==> src/core/irqg_pkg.sv <==
package irqg_pkg;
	// Source count and split
	localparam int NUM_SRC   = 16;
	localparam int NUM_EXT   = 4;
	localparam int NUM_INT   = 11;
	localparam int IDX_W     = 4;
	// Index of the software break source, lowest priority
	localparam logic [3:0] BREAK_IDX = 4'hF;
	// Vector table: index 0 is highest priority, low byte addresses
	localparam logic [15:0] VEC_RESET = 16'hFFFC;
	localparam logic [15:0] VEC_TOP   = 16'hFFFA;
	localparam logic [15:0] VEC_STEP  = 16'h0002;
	localparam logic [15:0] VEC_BREAK = 16'hFFDC;
	localparam logic [15:0] REQ_RST   = 16'h0000;
	localparam logic [15:0] EN_RST    = 16'h0000;
	typedef enum logic [1:0] {
		IRQG_IDLE  = 2'b00,
		IRQG_GRANT = 2'b01,
		IRQG_WAIT  = 2'b10
	} irqg_state_t;
endpackage : irqg_pkg

==> src/core/irqg_prio.sv <==
`timescale 1ns/100ps
module irqg_prio (
	input  wire logic [15:0] qual_i,
	output logic             any_o,
	output logic [3:0]       idx_o
);
	// Lowest index wins
	always_comb begin
		any_o = 1'b0;
		idx_o = 4'h0;
		for (int i = irqg_pkg::NUM_SRC - 1; i >= 0; i--) begin
			if (qual_i[i]) begin
				any_o = 1'b1;
				idx_o = 4'(i);
			end
		end
	end
endmodule : irqg_prio

==> src/core/irqg_top.sv <==
// Notes on behaviour
// - Sixteen sources are handled: four pins, eleven peripherals, one break instruction.
// - A maskable source requests only with its request and enable set and disable clear.
// - Software writes set and clear each enable bit, which then holds its value.
// - Software may clear a request bit but writing one never sets it.
// - The break source ignores the disable flag and every enable bit.
// - Simultaneous qualified requests are granted one at a time by fixed priority.
// - On acceptance the disable flag is set and the request cleared.
// - Each source owns a fixed vector pair, reset highest and break lowest.
`timescale 1ns/100ps
module irqg_top (
	input  wire logic        mclk_i,
	input  wire logic        resetn_i,
	input  wire logic [3:0]  ext_evt_i,
	input  wire logic [10:0] per_evt_i,
	input  wire logic        software_break_instruction_i,
	input  wire logic        en_wr_i,
	input  wire logic [15:0] en_wdata_i,
	input  wire logic        req_clr_wr_i,
	input  wire logic [15:0] req_wdata_i,
	input  wire logic        idis_set_i,
	input  wire logic        idis_clr_i,
	input  wire logic        accept_i,
	output logic             irq_o,
	output logic [3:0]       irq_idx_o,
	output logic [15:0]      vec_addr_o,
	output logic             idis_o,
	output logic [15:0]      req_o,
	output logic [15:0]      en_o
);
	////////////////////////////////////////////////////////////////////////
	logic [3:0]  ext_s1_reg;
	logic [3:0]  ext_s2_reg;
	logic [3:0]  ext_s3_reg;
	logic [15:0] req_reg;
	logic [15:0] req_next;
	logic [15:0] en_reg;
	logic [15:0] en_next;
	logic        idis_reg;
	logic        idis_next;
	logic        irq_reg;
	logic        irq_next;
	logic [3:0]  idx_reg;
	logic [3:0]  idx_next;
	logic [15:0] vec_reg;
	logic [15:0] vec_next;
	logic [15:0] evt;
	logic [15:0] qual;
	logic        any;
	logic [3:0]  win;
	irqg_pkg::irqg_state_t st_reg;
	irqg_pkg::irqg_state_t st_next;

	// Pins pass two flops; third stage only for edge detection
	always_ff @(posedge mclk_i) begin
		if (!resetn_i) begin
			ext_s1_reg <= 4'h0;
			ext_s2_reg <= 4'h0;
			ext_s3_reg <= 4'h0;
		end else begin
			ext_s1_reg <= ext_evt_i;
			ext_s2_reg <= ext_s1_reg;
			ext_s3_reg <= ext_s2_reg;
		end
	end

	assign evt = {software_break_instruction_i, per_evt_i, ext_s2_reg & ~ext_s3_reg};

	////////////////////////////////////////////////////////////////////////
	// maskable qualification
	always_comb begin
		qual = req_reg & en_reg & {16{~idis_reg}};
		qual[irqg_pkg::BREAK_IDX] = req_reg[irqg_pkg::BREAK_IDX];
	end

	irqg_prio u_prio (
		.qual_i (qual),
		.any_o  (any),
		.idx_o  (win)
	);

	always_comb begin
		req_next  = req_reg;
		en_next   = en_reg;
		idis_next = idis_reg;
		st_next   = st_reg;
		irq_next  = irq_reg;
		idx_next  = idx_reg;
		vec_next  = vec_reg;
		if (en_wr_i) begin
			en_next = en_wdata_i;
		end
		if (req_clr_wr_i) begin
			req_next = req_next & req_wdata_i;
		end
		if (idis_set_i) begin
			idis_next = 1'b1;
		end else if (idis_clr_i) begin
			idis_next = 1'b0;
		end
		unique case (st_reg)
			irqg_pkg::IRQG_IDLE: begin
				if (any) begin
					st_next  = irqg_pkg::IRQG_GRANT;
					irq_next = 1'b1;
					idx_next = win;
					vec_next = irqg_pkg::VEC_TOP - (16'(win) * irqg_pkg::VEC_STEP);
				end
			end
			irqg_pkg::IRQG_GRANT: begin
				if (accept_i) begin
					idis_next          = 1'b1;
					req_next[idx_reg]  = 1'b0;
					irq_next           = 1'b0;
					st_next            = irqg_pkg::IRQG_WAIT;
				end else if (!qual[idx_reg]) begin
					irq_next = 1'b0;
					st_next  = irqg_pkg::IRQG_IDLE;
				end
			end
			irqg_pkg::IRQG_WAIT: begin
				st_next = irqg_pkg::IRQG_IDLE;
			end
			default: begin
				st_next = irqg_pkg::IRQG_IDLE;
			end
		endcase
		req_next = req_next | evt;
	end

	always_ff @(posedge mclk_i) begin
		if (!resetn_i) begin
			req_reg  <= irqg_pkg::REQ_RST;
			en_reg   <= irqg_pkg::EN_RST;
			idis_reg <= 1'b1;
			st_reg   <= irqg_pkg::IRQG_IDLE;
			irq_reg  <= 1'b0;
			idx_reg  <= 4'h0;
			vec_reg  <= irqg_pkg::VEC_RESET;
		end else begin
			req_reg  <= req_next;
			en_reg   <= en_next;
			idis_reg <= idis_next;
			st_reg   <= st_next;
			irq_reg  <= irq_next;
			idx_reg  <= idx_next;
			vec_reg  <= vec_next;
		end
	end

	assign irq_o      = irq_reg;
	assign irq_idx_o  = idx_reg;
	assign vec_addr_o = vec_reg;
	assign idis_o     = idis_reg;
	assign req_o      = req_reg;
	assign en_o       = en_reg;

	////////////////////////////////////////////////////////////////////////
	// masked source quiet
	mask_block_a: assert property (@(posedge mclk_i) disable iff (!resetn_i)
		(st_reg == irqg_pkg::IRQG_IDLE && idis_reg && !req_reg[irqg_pkg::BREAK_IDX])
		|=> !irq_reg) else $error("masked request granted");
	en_block_a: assert property (@(posedge mclk_i) disable iff (!resetn_i)
		(st_reg == irqg_pkg::IRQG_IDLE
		&& (req_reg & (en_reg | (16'h0001 << irqg_pkg::BREAK_IDX))) == 16'h0000)
		|=> !irq_reg) else $error("disabled request granted");
	break_unmask_a: assert property (@(posedge mclk_i) disable iff (!resetn_i)
		(st_reg == irqg_pkg::IRQG_IDLE && req_reg == 16'h8000 && idis_reg)
		|=> (irq_reg && idx_reg == irqg_pkg::BREAK_IDX && vec_reg == irqg_pkg::VEC_BREAK))
		else $error("break blocked");
	break_grant_a: assert property (@(posedge mclk_i) disable iff (!resetn_i)
		(st_reg == irqg_pkg::IRQG_IDLE && req_reg[irqg_pkg::BREAK_IDX]) |=> irq_reg)
		else $error("break not granted");
	no_sw_set_a: assert property (@(posedge mclk_i) disable iff (!resetn_i)
		(!req_reg[0] && evt[0] == 1'b0) |=> !req_reg[0]) else $error("request set without event");
	sw_clear_a: assert property (@(posedge mclk_i) disable iff (!resetn_i)
		req_clr_wr_i |=> ((req_reg & ~$past(req_wdata_i) & ~$past(evt)) == 16'h0000))
		else $error("request clear lost");
	evt_sets_a: assert property (@(posedge mclk_i) disable iff (!resetn_i)
		(evt != 16'h0000) |=> ((req_reg & $past(evt)) == $past(evt)))
		else $error("event lost");
	en_write_a: assert property (@(posedge mclk_i) disable iff (!resetn_i)
		en_wr_i |=> en_reg == $past(en_wdata_i)) else $error("enable write lost");
	en_hold_a: assert property (@(posedge mclk_i) disable iff (!resetn_i)
		!en_wr_i |=> $stable(en_reg)) else $error("enable changed without write");
	accept_fx_a: assert property (@(posedge mclk_i) disable iff (!resetn_i)
		(st_reg == irqg_pkg::IRQG_GRANT && accept_i && !evt[idx_reg])
		|=> (idis_reg && !req_reg[$past(idx_reg)] && !irq_reg)) else $error("accept wrong");
	prio_order_a: assert property (@(posedge mclk_i) disable iff (!resetn_i)
		(st_reg == irqg_pkg::IRQG_IDLE && qual != 16'h0000) |=> (irq_reg
		&& ($past(qual) & (16'h0001 << idx_reg)) != 16'h0000
		&& ($past(qual) & ((16'h0001 << idx_reg) - 16'h0001)) == 16'h0000))
		else $error("priority wrong");
	wait_quiet_a: assert property (@(posedge mclk_i) disable iff (!resetn_i)
		(st_reg == irqg_pkg::IRQG_WAIT) |=> !irq_reg)
		else $error("grant during wait");
	vec_map_a: assert property (@(posedge mclk_i) disable iff (!resetn_i)
		irq_reg |-> vec_reg == 16'(irqg_pkg::VEC_TOP - 16'(idx_reg) * irqg_pkg::VEC_STEP))
		else $error("vector mismatch");
endmodule : irqg_top

==> config.mk <==
export PLATFORM = sky130hd
export DESIGN_NAME = irqg_top
export DESIGN_NICKNAME = d
export VERILOG_FILES = /design/src/core/irqg_pkg.sv /design/src/core/irqg_prio.sv /design/src/core/irqg_top.sv
export SDC_FILE = /design/constraint.sdc
export NUM_CORES = 1
export LEC_CHECK = 0
export ABC_AREA = 1
export BUFFER_PORTS_ARGS = -buffer_cell sky130_fd_sc_hd__buf_4
export CAP_MARGIN = 20
export CORE_MARGIN = 3
export CORE_UTILIZATION = 49
export CTS_BUF_LIST = sky130_fd_sc_hd__clkbuf_4 sky130_fd_sc_hd__clkbuf_8
export DETAILED_ROUTE_END_ITERATION = 6
export HOLD_SLACK_MARGIN = 0.03
export PLACE_DENSITY = 0.78
export SETUP_SLACK_MARGIN = 0.1
export SLEW_MARGIN = 20
export SYNTH_ARGS = -nofsm -noshare
export SYNTH_HDL_FRONTEND = slang
export SYNTH_SLANG_ARGS = --single-unit
==> constraint.sdc <==
create_clock -name mclk_i -period 2 [get_ports mclk_i]
set_input_delay 0.3 -clock mclk_i [delete_from_list [all_inputs] [get_ports mclk_i]]
set_output_delay 0.3 -clock mclk_i [all_outputs]
set_load 0.03 [all_outputs]
# Yosys cells after proc, flatten, opt, wreduce, memory -nomap -nowiden
# Cells that the tools add are included.
totals:
  reg_bits: 68
  latchBits: 0
  mem_bits_rw: 0
  romBits: 0
  inputBits: 55
  word_cells: 82
  memories: 0
op_classes:
  n_addsub: 1
  multipliers: 0
  div_mod_pow: 0
  n_lt_le_gt_ge: 2
  eq_ne: 3
  shifts: 0
  mux: 51
  bitwise: 9
  reduce_logical: 6
ops:
  columns: ["cell", "count"]
  rows:
  - ["$mux W4", 16]
  - ["$mux W16", 3]
  - ["$and A16 B16 Y16", 2]
  - ["$and A15 B15 Y15", 2]
  - ["$mux W1", 25]
  - ["$not A16 Y16", 1]
  - ["$or A16 B16 Y16", 1]
  - ["$sub A4 B6 Y7 const A", 1]
  - ["$mux W2", 3]
  - ["$lt A4 B5 Y1 const B", 1]
  - ["$and A4 B4 Y4", 1]
  - ["$bmux W1 S4", 1]
  - ["$demux W1 S4", 1]
  - ["$ge A4 B1 Y1 const B", 1]
  - ["$not A4 Y4", 1]
  - ["$pmux W2 S2", 1]
  - ["$reduce_and A2 Y1", 2]
  - ["$ne A3 B3 Y1 const B", 1]
  - ["$reduce_and A3 Y1", 1]
  - ["$eq A2 B1 Y1 const B", 1]
  - ["$logic_not A2 Y1", 1]
  - ["$ne A2 B2 Y1 const B", 1]
  - ["$pmux W1 S2", 1]
  - ["$reduce_bool A2 Y1", 1]
  - ["other kinds (2)", 2]

# Depth between registers and ports, before layout
# Gate-level depths: netlist of the first run.
depth:
  ltp_word: 19
  mapped_depth: 19

# Modules after synthesis
# From an unflattened synthesis of the first run, not the netlist that was laid out.
unflattened:
  cells_unflattened: 382
  area_unflattened_um2: 2672.6
by_module_without_submodules:
  columns: ["mod", "n_inst", "cells_each", "area_each_um2", "seq_area_each_um2"]
  rows:
  - ["irqg_top", 1, 333, 2463.6, 1141.1]
  - ["irqg_prio", 1, 49, 209.0, 0.0]

# Worst setup path before layout of the first run
# No wires, ideal clock.
synth_path:
  path_type: "flip-flop to flip-flop"
  from: "reg idis_reg (netlist: idis_o)"
  to: "reg vec_reg[4] (netlist: vec_addr_o[4])"
  setup_time_ns: 0.138
  t_arrival_ns: 1.926
  path_slack_ns: -0.063
  path_stages_with_launch: 13
  path_buffers: 0
  synth_period_minus_slack_ns: 2.063
  path_cell_list: "dfxtp_1 inv_2 nand3_2 inv_2 nor2_1 inv_2 a31oi_1 nor2_1 o211ai_1 a21oi_1 ha_1 xnor2_1 o211ai_1"
synth_via:
  elab_chain_len: 18
  elab_cells_between_ends: 34
synth_lines:
  columns: ["item", "line_no", "rtl"]
  rows:
  - ["from (decl)", "irqg_top.sv:39", "logic idis_reg;"]
  - ["from (signal assigned)", "irqg_top.sv:143", "idis_reg <= idis_next;"]
  - ["$not A1 Y1 *", "irqg_top.sv:72", "qual = req_reg & en_reg & {16{~idis_reg}};"]
  - ["$and A15 B15 Y15 *", "irqg_top.sv:72", null]
  - ["$mux W4 (14 in a row)", "irqg_prio.sv:12", "if (qual_i[i]) begin"]
  - ["$mux W4 *", "irqg_prio.sv:12", null]
  - ["named net u_prio.idx_o[1]", "irqg_prio.sv:5", "output logic [3:0] idx_o"]
  - ["$sub A4 B6 Y7 *", "irqg_top.sv:107", "vec_next = irqg_pkg::VEC_TOP - (16'(win) * irqg_pkg::VEC_STEP);"]
  - ["to (signal assigned)", "irqg_top.sv:139", "vec_reg <= irqg_pkg::VEC_RESET;"]
  - ["to (signal assigned)", "irqg_top.sv:147", "vec_reg <= vec_next;"]
  - ["to (decl)", "irqg_top.sv:45", "logic [15:0] vec_reg;"]
# Mark *: on every way through the listed nets, which the timed path passes. The rest lies on a longest branch.
# A chain may end at the register's enable or synchronous reset.

# Worst setup path after layout of the first run
# Same ends and word-level chain as after synthesis.

==> metrics.md, run 1 <==
| Metric | Value |
|---|---|
| Status | `completed` |
| CTS H-Tree Depth | `3` |
| Drt pass-1 iters | `4` |
| Detailed Route WL | `between 7000 and 8000 um` |
| GR Overflow Total | `0` |
| I/O Buffers | `97` |
| CTS buffer count | `9` |
| Worst-margin pin slew | `between 0.5 and 0.6 ns` |
| Crit path max fanout | `5` |
| Die height | `slightly below 80 um` |
| Routability congestion estimate | `roughly 0.95` |
| Vias in the first global route | `around 2500` |
| Startpoint types | `flop` |
| Total GRT Usage | `0.2529` |
| Crit-path slowest cell | `dfxtp_4` |
| Number of synthesized flops with an enable pin | `0` |
| TNS Setup | `0 ns` |
| Worst EP arrival | `2.03 ns` |
| Largest net degree at the start of global routing | `36` |
| Mean post-synth cell area | `a little over 7 um2` |
| Max Slew Vio Count | `0` |
| Worst EP required | `2.21 ns` |
| Routed length per instance | `~14 um` |
| Cells after Synth | `359` |
| VDD IR max | `about 0.6 mV` |
| Top cells by area, synth | `dfxtp_1, nand2_1, nor2_1, inv_1, o21ai_0` |
| Diodes inserted | `0` |
| Minimum clock period | `1.820 ns` |
| Drt via density | `5.112` |
| Synth area leader | `dfxtp_1` |
| Initial Utilization | `0.5276` |
| Max incr delay on CP | `around 0.38 ns` |
| Warnings, synthesis | `0` |
| RSZ-0062 raised after global routing | `true` |
| Layout cells sized above 1 | `0.3049` |
| Post-detail-place hpwl | `5852 um` |
| DR vias | `between 2000 and 3000` |
| Final setup fails | `0` |
| Cell row count | `25` |
| Post-route ant nets | `0` |
| Full die area | `0.006233 mm2` |
| Syn-to-layout area delta | `37.72%` |
| Die X | `78.95 um` |
| Critical path endpoint category | `flop` |
| CTS tree | `yes` |
| Initial drt markers | `166` |
| Crit Path Category | `flop to flop` |
| # clock sinks | `57` |
| Max cap viols | `0` |
| DRC viols | `0` |
| Crit-path most repeated cell | `o211ai_1` |
| Pwr dens | `about 810 mW/mm2` |
| Synthesized cell area | `~0.0026 mm2` |
| Unique cell type count in the Yosys netlist | `32` |
| Pwr Total | `just under 3000 uW` |
| Maximum clock rate | `roughly 550 MHz` |
| Ports | `about 110` |
| Crit path cell chain | `buf_4 > nor2_4 > nor2_2 > inv_2 > a31oi_1 > nor2_1 > o211ai_1 > a21oi_2 > ha_2 > xnor2_1 > o211ai_1` |
| Worst clock skew | `approximately 0.0088 ns` |
| CTS Buffer Depth | `2` |
| First-pass GRT wire length | `12240 um` |
| Post-CTS Hold Buffers | `0` |
| Synth Flop Type | `dfxtp_1` |
| CTS Root Cell | `clkbuf_8` |
| CORE AREA | `just under 0.005 mm2` |
| P_leak | `about 0.0018 uW` |
| Final #Nets | `520` |
| Final Hold Vio Count | `0` |
| Clock latency on the worst-skew pair | `~0.35 ns` |
| Worst min-delay path category | `input pin to flop` |
| Slew HR | `0.6400` |
| # fillers | `422` |
| Final period util | `0.9101` |
| Synth top area share | `0.4376` |
| Clk slew on worst S/H paths | `0.07 ns` |
| Antenna violations before repair | `0` |
| FFs w/ async S/R, synth | `0` |
| Synthesized flop and latch total | `57` |
| Sequential share of the synthesized area | `0.4376` |
cells in the final DEF (no fill, tap or decap), drive strengths merged:
master	n
buf	106
nand2	68
dfxtp	57
nor2	56
inv	50
o21ai	24
nand3	22
a21oi	21
o211ai	12
conb	11
clkbuf	10
o22ai	6
clkinv	6
o221ai	5
nor3	3
a221oi	3
o32ai	2
clkinvlp	2
a31oi	1
o41ai	1
o2111ai	1
xnor2	1
ha	1
cell usage after synthesis, drive strengths merged, types with 3 or more instances:
cell type,instances
a21oi,21
nand2,68
a221oi,3
o211ai,12
nor3,3
buf,14
o22ai,6
inv,50
nand3,22
o221ai,5
clkbuf,7
nor2,56
o21ai,24
dfxtp,57
layer usage:
metal / GRT usage / vias to the layer above / wire [um]
li1: - / 1363 / -
met1: 0.3182 / 1260 / 3244
met2: 0.4219 / 107 / 3611
met3: 0.06236 / 10 / 583
met4: 0.08935 / 0 / 102
met5: 0 / - / 0
timing repair:
item                       4_1_cts  5_1_grt
pin swaps                        0        3
resized for setup                1        7
buffers inserted                 0        2
setup endpoints to repair        1        4
area by class of cell:
class                   count  area, um2  area share
repair buffers            106      795.8      0.2216
inverters                  52      202.7     0.05645
multi-input cells         238       1197      0.3335
clock buffers              10      131.4     0.03659
well taps                  67      83.83     0.02334
clock inverters             6      35.03    0.009756
flip-flops and latches     57       1145      0.3188
kinds of logic (layout without fill, tap and decap cells):
family | after synthesis | after routing | synth area share
flip-flops | 57 | 57 | 0.4376
other | 2 | 11 | 0.002880
AND/OR/NAND/NOR | 149 | 149 | 0.2399
adder cells (fa/ha/maj) | 1 | 1 | 0.004798
buffers and inverters | 73 | 174 | 0.1233
XOR/XNOR | 1 | 1 | 0.003360
AO/OA/AOI/OAI | 76 | 76 | 0.1881
path summary, 6_finish.rpt:
path	from	end	slack [ns]	depth (start not counted)
setup reg to reg	idis_o	vec_addr_o[4]	0.18	11
setup / recovery	idis_o	vec_addr_o[4]	0.18	11
hold reg to reg	ext_s1_reg[1]	ext_s2_reg[1]	0.42	2
hold / removal	ext_evt_i[2]	ext_s1_reg[2]	0.14	3
stage by stage:
step	setup slack [ns]	cells	area, um2	utilization	hold slack [ns]
after floorplan	0.1196	368	2643	-	0.3905
after global placement	0.1514	518	3386	0.6851	0.3939
after detailed placement	0.09104	518	3386	0.6851	0.4041
after CTS	0.1164	534	3555	0.7192	0.1301
after global routing	0.03887	536	3591	0.7266	0.1535
final	0.1798	536	3591	0.7266	0.1383
where the power goes:
part	switching [uW]	total, uW	internal (uW)
clock	462	914	452
combinational	435	712	277
sequential	61.6	1280	1220
total	958	2900	1950
critical path: cells and delay by family (launching register included):
kind / cells / cell delay, ns
and+or+nand+nor: 3 / 0.21
AOI/OAI and AO/OA: 4 / 0.59
xor gates and xnor gates: 1 / 0.13
adders and majority gates: 1 / 0.19
buffers and inverters: 2 / 0.19
DFF: 1 / 0.38
Note: power is estimated with default switching activity, not from simulation.
==> inputs of run 2 (changes only) <==
--- a/config.mk
+++ b/config.mk
@@ -9,11 +9,11 @@
 export BUFFER_PORTS_ARGS = -buffer_cell sky130_fd_sc_hd__buf_4
 export CAP_MARGIN = 20
 export CORE_MARGIN = 3
-export CORE_UTILIZATION = 49
+export CORE_UTILIZATION = 40
 export CTS_BUF_LIST = sky130_fd_sc_hd__clkbuf_4 sky130_fd_sc_hd__clkbuf_8
 export DETAILED_ROUTE_END_ITERATION = 6
 export HOLD_SLACK_MARGIN = 0.03
-export PLACE_DENSITY = 0.78
+export PLACE_DENSITY = 0.66
 export SETUP_SLACK_MARGIN = 0.1
 export SLEW_MARGIN = 20
 export SYNTH_ARGS = -nofsm -noshare
==> run 2 against run 1 <==
Compared with the run above: register-to-register slack about the same; worst hold slack lost 0.0092 ns; fmax fell by 0.14%; clock power is 17% higher; non-clock buffer count increased by 2; largest cell class unchanged; cell count up 1.9%; sequential power is essentially flat; first-iteration DRC count is 55% lower; critical path type unchanged; count of clock-buffer cells in the layout unchanged; final area increased by 3.5%.
==> metrics.md, run 2 (synthesis gave the netlist of run 1 again) <==
| Metric | Value |
|---|---|
| Crit path max fanout | `6` |
| Final Hold Vio Count | `0` |
| CORE AREA | `between 0.006 and 0.007 mm2` |
| WHS Path Cells | `3` |
| GR Util met2 | `0.3623` |
| GR Overflow Total | `0` |
| # fillers | `approximately 600` |
| Comb pwr share | `0.237` |
| Clock latency on the worst-skew pair | `between 0.3 and 0.4 ns` |
| Max cap viols | `0` |
| Commonest non-fill, non-tap cell in the layout | `buf_4` |
| I/O Buffers | `97` |
| CP Depth | `11` |
| Maximum clock rate | `548.6 MHz` |
| First-pass GRT wire length | `between 10000 and 15000 um` |
| Crit-path slowest cell | `dfxtp_4` |
| CTS buffer count | `9` |
| Final setup fails | `0` |
| Final period util | `0.9114` |
| Net Sw Frac | `0.3178` |
| CP Buf/Inv Count | `2` |
| RSZ-0062 raised after global routing | `true` |
| CTS Buffer Depth | `2` |
| Initial drt markers | `75` |
| Die X | `slightly below 90 um` |
| Layout Cells excl Fill | `546` |
| Worst slack, placed | `0.08715 ns` |
| Startpoint types | `flop` |
| Layout cells sized above 1 | `0.3248` |
| Final WS setup | `between 0.15 and 0.2 ns` |
| Clk slew on worst S/H paths | `roughly 0.070 ns` |
| Slew HR | `0.6552` |
| CTS tree | `yes` |
| Int Pwr | `approximately 2100 uW` |
| Crit path cell chain | `buf_6 > nor2_4 > nor2_2 > inv_2 > a31oi_2 > nor2_1 > o211ai_1 > a21oi_2 > ha_2 > xnor2_2 > o211ai_1` |
| DR vias | `between 2000 and 3000` |
| P_leak | `0.001871 uW` |
| Post-CTS Hold Buffers | `0` |
| Max Slew Vio Count | `0` |
| Total GRT Usage | `0.2224` |
| Critical path endpoint category | `flop` |
| Diodes inserted | `0` |
| # clock sinks | `between 50 and 60` |
| Crit Path Category | `flop to flop` |
| CTS Root Cell | `clkbuf_8` |
| Worst EP arrival | `around 2.1 ns` |
| Worst-margin pin slew | `just over 0.5 ns` |
| Status | `completed` |
| GR Layer Usage met3 | `0.06749` |
| Placed Cells | `527` |
| Layer with the highest usage | `met2` |
| Switching power | `just under 1000 uW` |
| Detailed Route WL | `between 8000 and 9000 um` |
| Worst clock skew | `~0.0094 ns` |
| Minimum clock period | `roughly 1.8 ns` |
| Largest net degree at the start of global routing | `36` |
| CTS H-Tree Depth | `3` |
| Ports | `approximately 110` |
| Family with the most delay on the worst path | `compound AO/OA/AOI/OAI gates` |
| Pwr dens | `between 800 and 900 mW/mm2` |
| Drt pass-1 iters | `4` |
| Global routing usage on met1 | `0.2749` |
| Cell row count | `28` |
| Routed length per instance | `14.72 um` |
| Antenna violations before repair | `0` |
| Worst EP required | `~2.3 ns` |
| Most frequent cells in the layout | `buf_4, nand2_1, dfxtp_1, nor2_1, inv_1` |
| Crit-path most repeated cell | `o211ai_1` |
| Full die area | `around 0.0075 mm2` |
| DRC viols | `0` |
| Clk network pwr share | `0.347` |
| Final #Nets | `about 520` |
| VDD IR max | `0.5293 mV` |
| Worst min-delay path category | `input pin to flop` |
| TNS Setup | `0 ns` |
| Post-detail-place hpwl | `about 6200 um` |
| Drt via density | `roughly 4.9` |
| Routability congestion estimate | `0.9047` |
| Worst Reg-to-Reg Cells | `11` |
| Initial Utilization | `0.4253` |
| Syn-to-layout area delta | `42.56%` |
| Sequential power share | `0.416` |
| Vias in the first global route | `2664` |
| Post-route ant nets | `0` |
| Die height | `about 87 um` |
| Max incr delay on CP | `0.41 ns` |
==> run 2: cell types whose count changed in the layout (fill, tap and decap cells not counted), sizes merged <==
cell	previous run	this run
inv	50	51
clkinv	6	5
clkinvlp	2	1
bufinv	0	1
buf	106	108
==> run 2: timing repair <==
item                                   4_1_cts  5_1_grt
setup endpoints to repair                    1        5
setup buffers                                0        3
endpoints found under the hold margin        0        0
resized for setup                            2       25
gates cloned                                 0        1
pin swaps                                    0        8
==> run 2: power groups by stage <==
stage	sequential (uW)	clock, uW	combinational (uW)
after detailed placement	1300	0	707
final	1280	1070	731
after global routing	1290	1160	794
after CTS	1280	1100	709
after floorplan	1430	0	303
after global placement	1300	0	707
==> run 2: final timing paths <==
check,start,end,slack (ns)
worst max-delay path,idis_o,vec_addr_o[4],0.18
worst min-delay path,ext_evt_i[0],ext_s1_reg[0],0.13
worst max register to register,idis_o,vec_addr_o[4],0.18
worst min register to register,ext_s1_reg[3],ext_s2_reg[3],0.41
==> run 2: per-stage QoR <==
stage	power (uW)	hold slack (ns)	cell area, um2	utilization
finish	3083	0.1291	3717	0.6063
floorplan	1729	0.3905	2643	-
global placement	2010	0.3921	3403	0.5551
CTS	3082	0.1189	3602	0.5876
detailed placement	2010	0.3947	3403	0.5551
global route	3245	0.1315	3717	0.6063
==> run 2: routing by layer <==
metal,wire [um],vias to the layer above
met4,119,0
li1,-,1366
met2,3713,101
met1,3498,1220
met3,706,10
met5,0,-
==> run 2: worst reg2reg max path: cells and delay by family, from the launching register on <==
kind	cells	cell delay (ns)
DFF	1	0.41
buffers and inverters	2	0.22
and+or+nand+nor	3	0.21
adders and majority gates	1	0.19
xor gates and xnor gates	1	0.13
AOI/OAI and AO/OA	4	0.59
==> run 2: final cells by class <==
class / instances / area (um2) / share of cell area
clock buffer: 10 / 137.6 / 0.03702
clock inverter: 5 / 56.30 / 0.01515
inverter: 52 / 207.7 / 0.05587
multi-input combinational: 238 / 1250 / 0.3363
sequential: 57 / 1146 / 0.3083
tap: 75 / 93.84 / 0.02524
timing repair buffer: 108 / 814.5 / 0.2191
timing repair inverter: 1 / 11.26 / 0.003029
==> inputs of run 3 (changes only) <==
--- a/config.mk
+++ b/config.mk
@@ -14,6 +14,7 @@
 export DETAILED_ROUTE_END_ITERATION = 6
 export HOLD_SLACK_MARGIN = 0.03
 export PLACE_DENSITY = 0.66
+export REMOVE_ABC_BUFFERS = 1
 export SETUP_SLACK_MARGIN = 0.1
 export SLEW_MARGIN = 20
 export SYNTH_ARGS = -nofsm -noshare
==> run 3 against run 2 <==
Compared with the run above: global-route usage is 0.84 points lower; worst hold slack better by 0.015 ns; critical path type unchanged; fmax is 1.6% higher; die area stayed put.
==> metrics.md, run 3 (synthesis gave the netlist of run 1 again) <==
| Metric | Value |
|---|---|
| Status | `completed` |
| Largest net degree at the start of global routing | `36` |
| Worst EP required | `about 2.3 ns` |
| Final #Nets | `~520` |
| Cell row count | `28` |
| Startpoint types | `flop` |
| CTS tree | `yes` |
| Critical path endpoint category | `flop` |
| CTS Root Cell | `clkbuf_8` |
| Drt pass-1 iters | `4` |
| Worst-margin pin slew | `0.5418 ns` |
| Family with the most delay on the worst path | `flip-flops` |
| Crit-path slowest cell | `dfxtp_4` |
| P_leak | `0.001864 uW` |
| CTS H-Tree Depth | `3` |
| First-pass GRT wire length | `~13000 um` |
| Initial Utilization | `0.4253` |
| Syn-to-layout area delta | `41.70%` |
| Die X | `approximately 87 um` |
| Post-Place Cell Area | `roughly 0.0034 mm2` |
| Routability congestion estimate | `0.8673` |
| Total GRT Usage | `0.2140` |
| Ports | `109` |
| Full die area | `roughly 0.0075 mm2` |
| Max Slew Vio Count | `0` |
| Final Hold Vio Count | `0` |
| Max incr delay on CP | `0.39 ns` |
| Maximum clock rate | `around 560 MHz` |
| Layout cells sized above 1 | `0.3214` |
| CTS buffer count | `9` |
| CP Buf/Inv Count | `4` |
| Most frequent cells in the layout | `buf_4, nand2_1, dfxtp_1, nor2_1, inv_1` |
| RSZ-0062 raised after global routing | `true` |
| VDD IR max | `slightly above 0.5 mV` |
| Initial drt markers | `108` |
| Post-detail-place hpwl | `slightly above 6000 um` |
| Pwr Total | `just over 3000 uW` |
| Crit-path most repeated cell | `inv_1` |
| Drt via density | `4.907` |
| I/O Buffers | `97` |
| Crit path max fanout | `5` |
| Worst min-delay path category | `input pin to flop` |
| Minimum clock period | `between 1.5 and 2 ns` |
| Worst clock skew | `about 0.0073 ns` |
| Routed length per instance | `~14 um` |
| Crit Path Category | `flop to flop` |
| Die height | `a little under 90 um` |
| Worst EP arrival | `~2.1 ns` |
| Final setup fails | `0` |
| Commonest non-fill, non-tap cell in the layout | `buf_4` |
| # clock sinks | `between 50 and 60` |
| Post-route ant nets | `0` |
| Crit path cell chain | `buf_4 > nor2_1 > inv_1 > nand2_1 > nor2_2 > inv_1 > o21ai_0 > inv_1 > ha_4 > xnor2_2 > o211ai_1` |
| Design area | `around 0.0037 mm2` |
| Vias in the first global route | `around 2600` |
| Post-CTS Hold Buffers | `0` |
| Antenna violations before repair | `0` |
| Worst slack, placed | `around 0.089 ns` |
| CORE AREA | `~0.0061 mm2` |
| Max cap viols | `0` |
| CTS Buffer Depth | `2` |
| GR Overflow Total | `0` |
| Diodes inserted | `0` |
| Clk slew on worst S/H paths | `0.07 ns` |
| Slew HR | `0.6384` |
| Clock latency on the worst-skew pair | `0.33 ns` |
| Detailed Route WL | `approximately 8000 um` |
| DRC viols | `0` |
| Pwr dens | `~840 mW/mm2` |
| DR vias | `about 2700` |
| Final WS setup | `just over 0.2 ns` |
| Final period util | `0.8967` |
run 3: metrics by stage:
step,instances,hold slack [ns],TNS (ns),util
final,548,0.1439,0,0.6027
after global routing,548,0.1359,0,0.6027
after CTS,547,0.1307,0,0.5931
after detailed placement,531,0.3992,0,0.5598
after global placement,531,0.3933,0,0.5598
after floorplan,347,0.3690,-0.05198,-
run 3: worst register-to-register path, cell delays in order (launching register included):
cell and delay, ns:
dfxtp_4 0.39, buf_4 0.15, nor2_1 0.06, inv_1 0.06
nand2_1 0.09, nor2_2 0.16, inv_1 0.05, o21ai_0 0.21
inv_1 0.11, ha_4 0.18, xnor2_2 0.12, o211ai_1 0.16
run 3: layer usage:
layer / global-route usage / vias to the layer above / wire length (um)
met2: 0.3707 / 86 / 3828
met1: 0.2624 / 1216 / 3353
met4: 0.07224 / 0 / 130
li1: - / 1372 / -
met3: 0.04563 / 15 / 520
met5: 0 / - / 0
run 3: cell type report:
type                            count  area [um2]
Sequential cell                    57        1146
Tap cell                           75       93.84
Clock inverter                      5       55.05
Timing Repair Buffer              110       825.8
Fill cell                         607        2436
Multi-Input combinational cell    238        1224
Inverter                           52       205.2
Clock buffer                       11       145.1
run 3: worst paths after layout:
| path | startpoint | endpoint | slack [ns] | cells after the start |
|---|---|---|---|---|
| max | idis_o | vec_addr_o[4] | 0.21 | 11 |
| min | ext_evt_i[1] | ext_s1_reg[1] | 0.14 | 3 |
| max reg2reg | idis_o | vec_addr_o[4] | 0.21 | 11 |
| min reg2reg | ext_s1_reg[2] | ext_s2_reg[2] | 0.41 | 2 |
run 3: where the power goes:
group / switching [uW] / internal (uW)
combinational: 448 / 294
clock: 465 / 618
sequential: 57.9 / 1220
total: 971 / 2130
run 3: timing repair:
action | 4_1_cts | 5_1_grt
gates resized for setup | 2 | 14
endpoints found under the hold margin | 0 | 0
pin swaps | 0 | 6
setup buffers | 0 | 1
endpoints found under the setup margin | 1 | 6
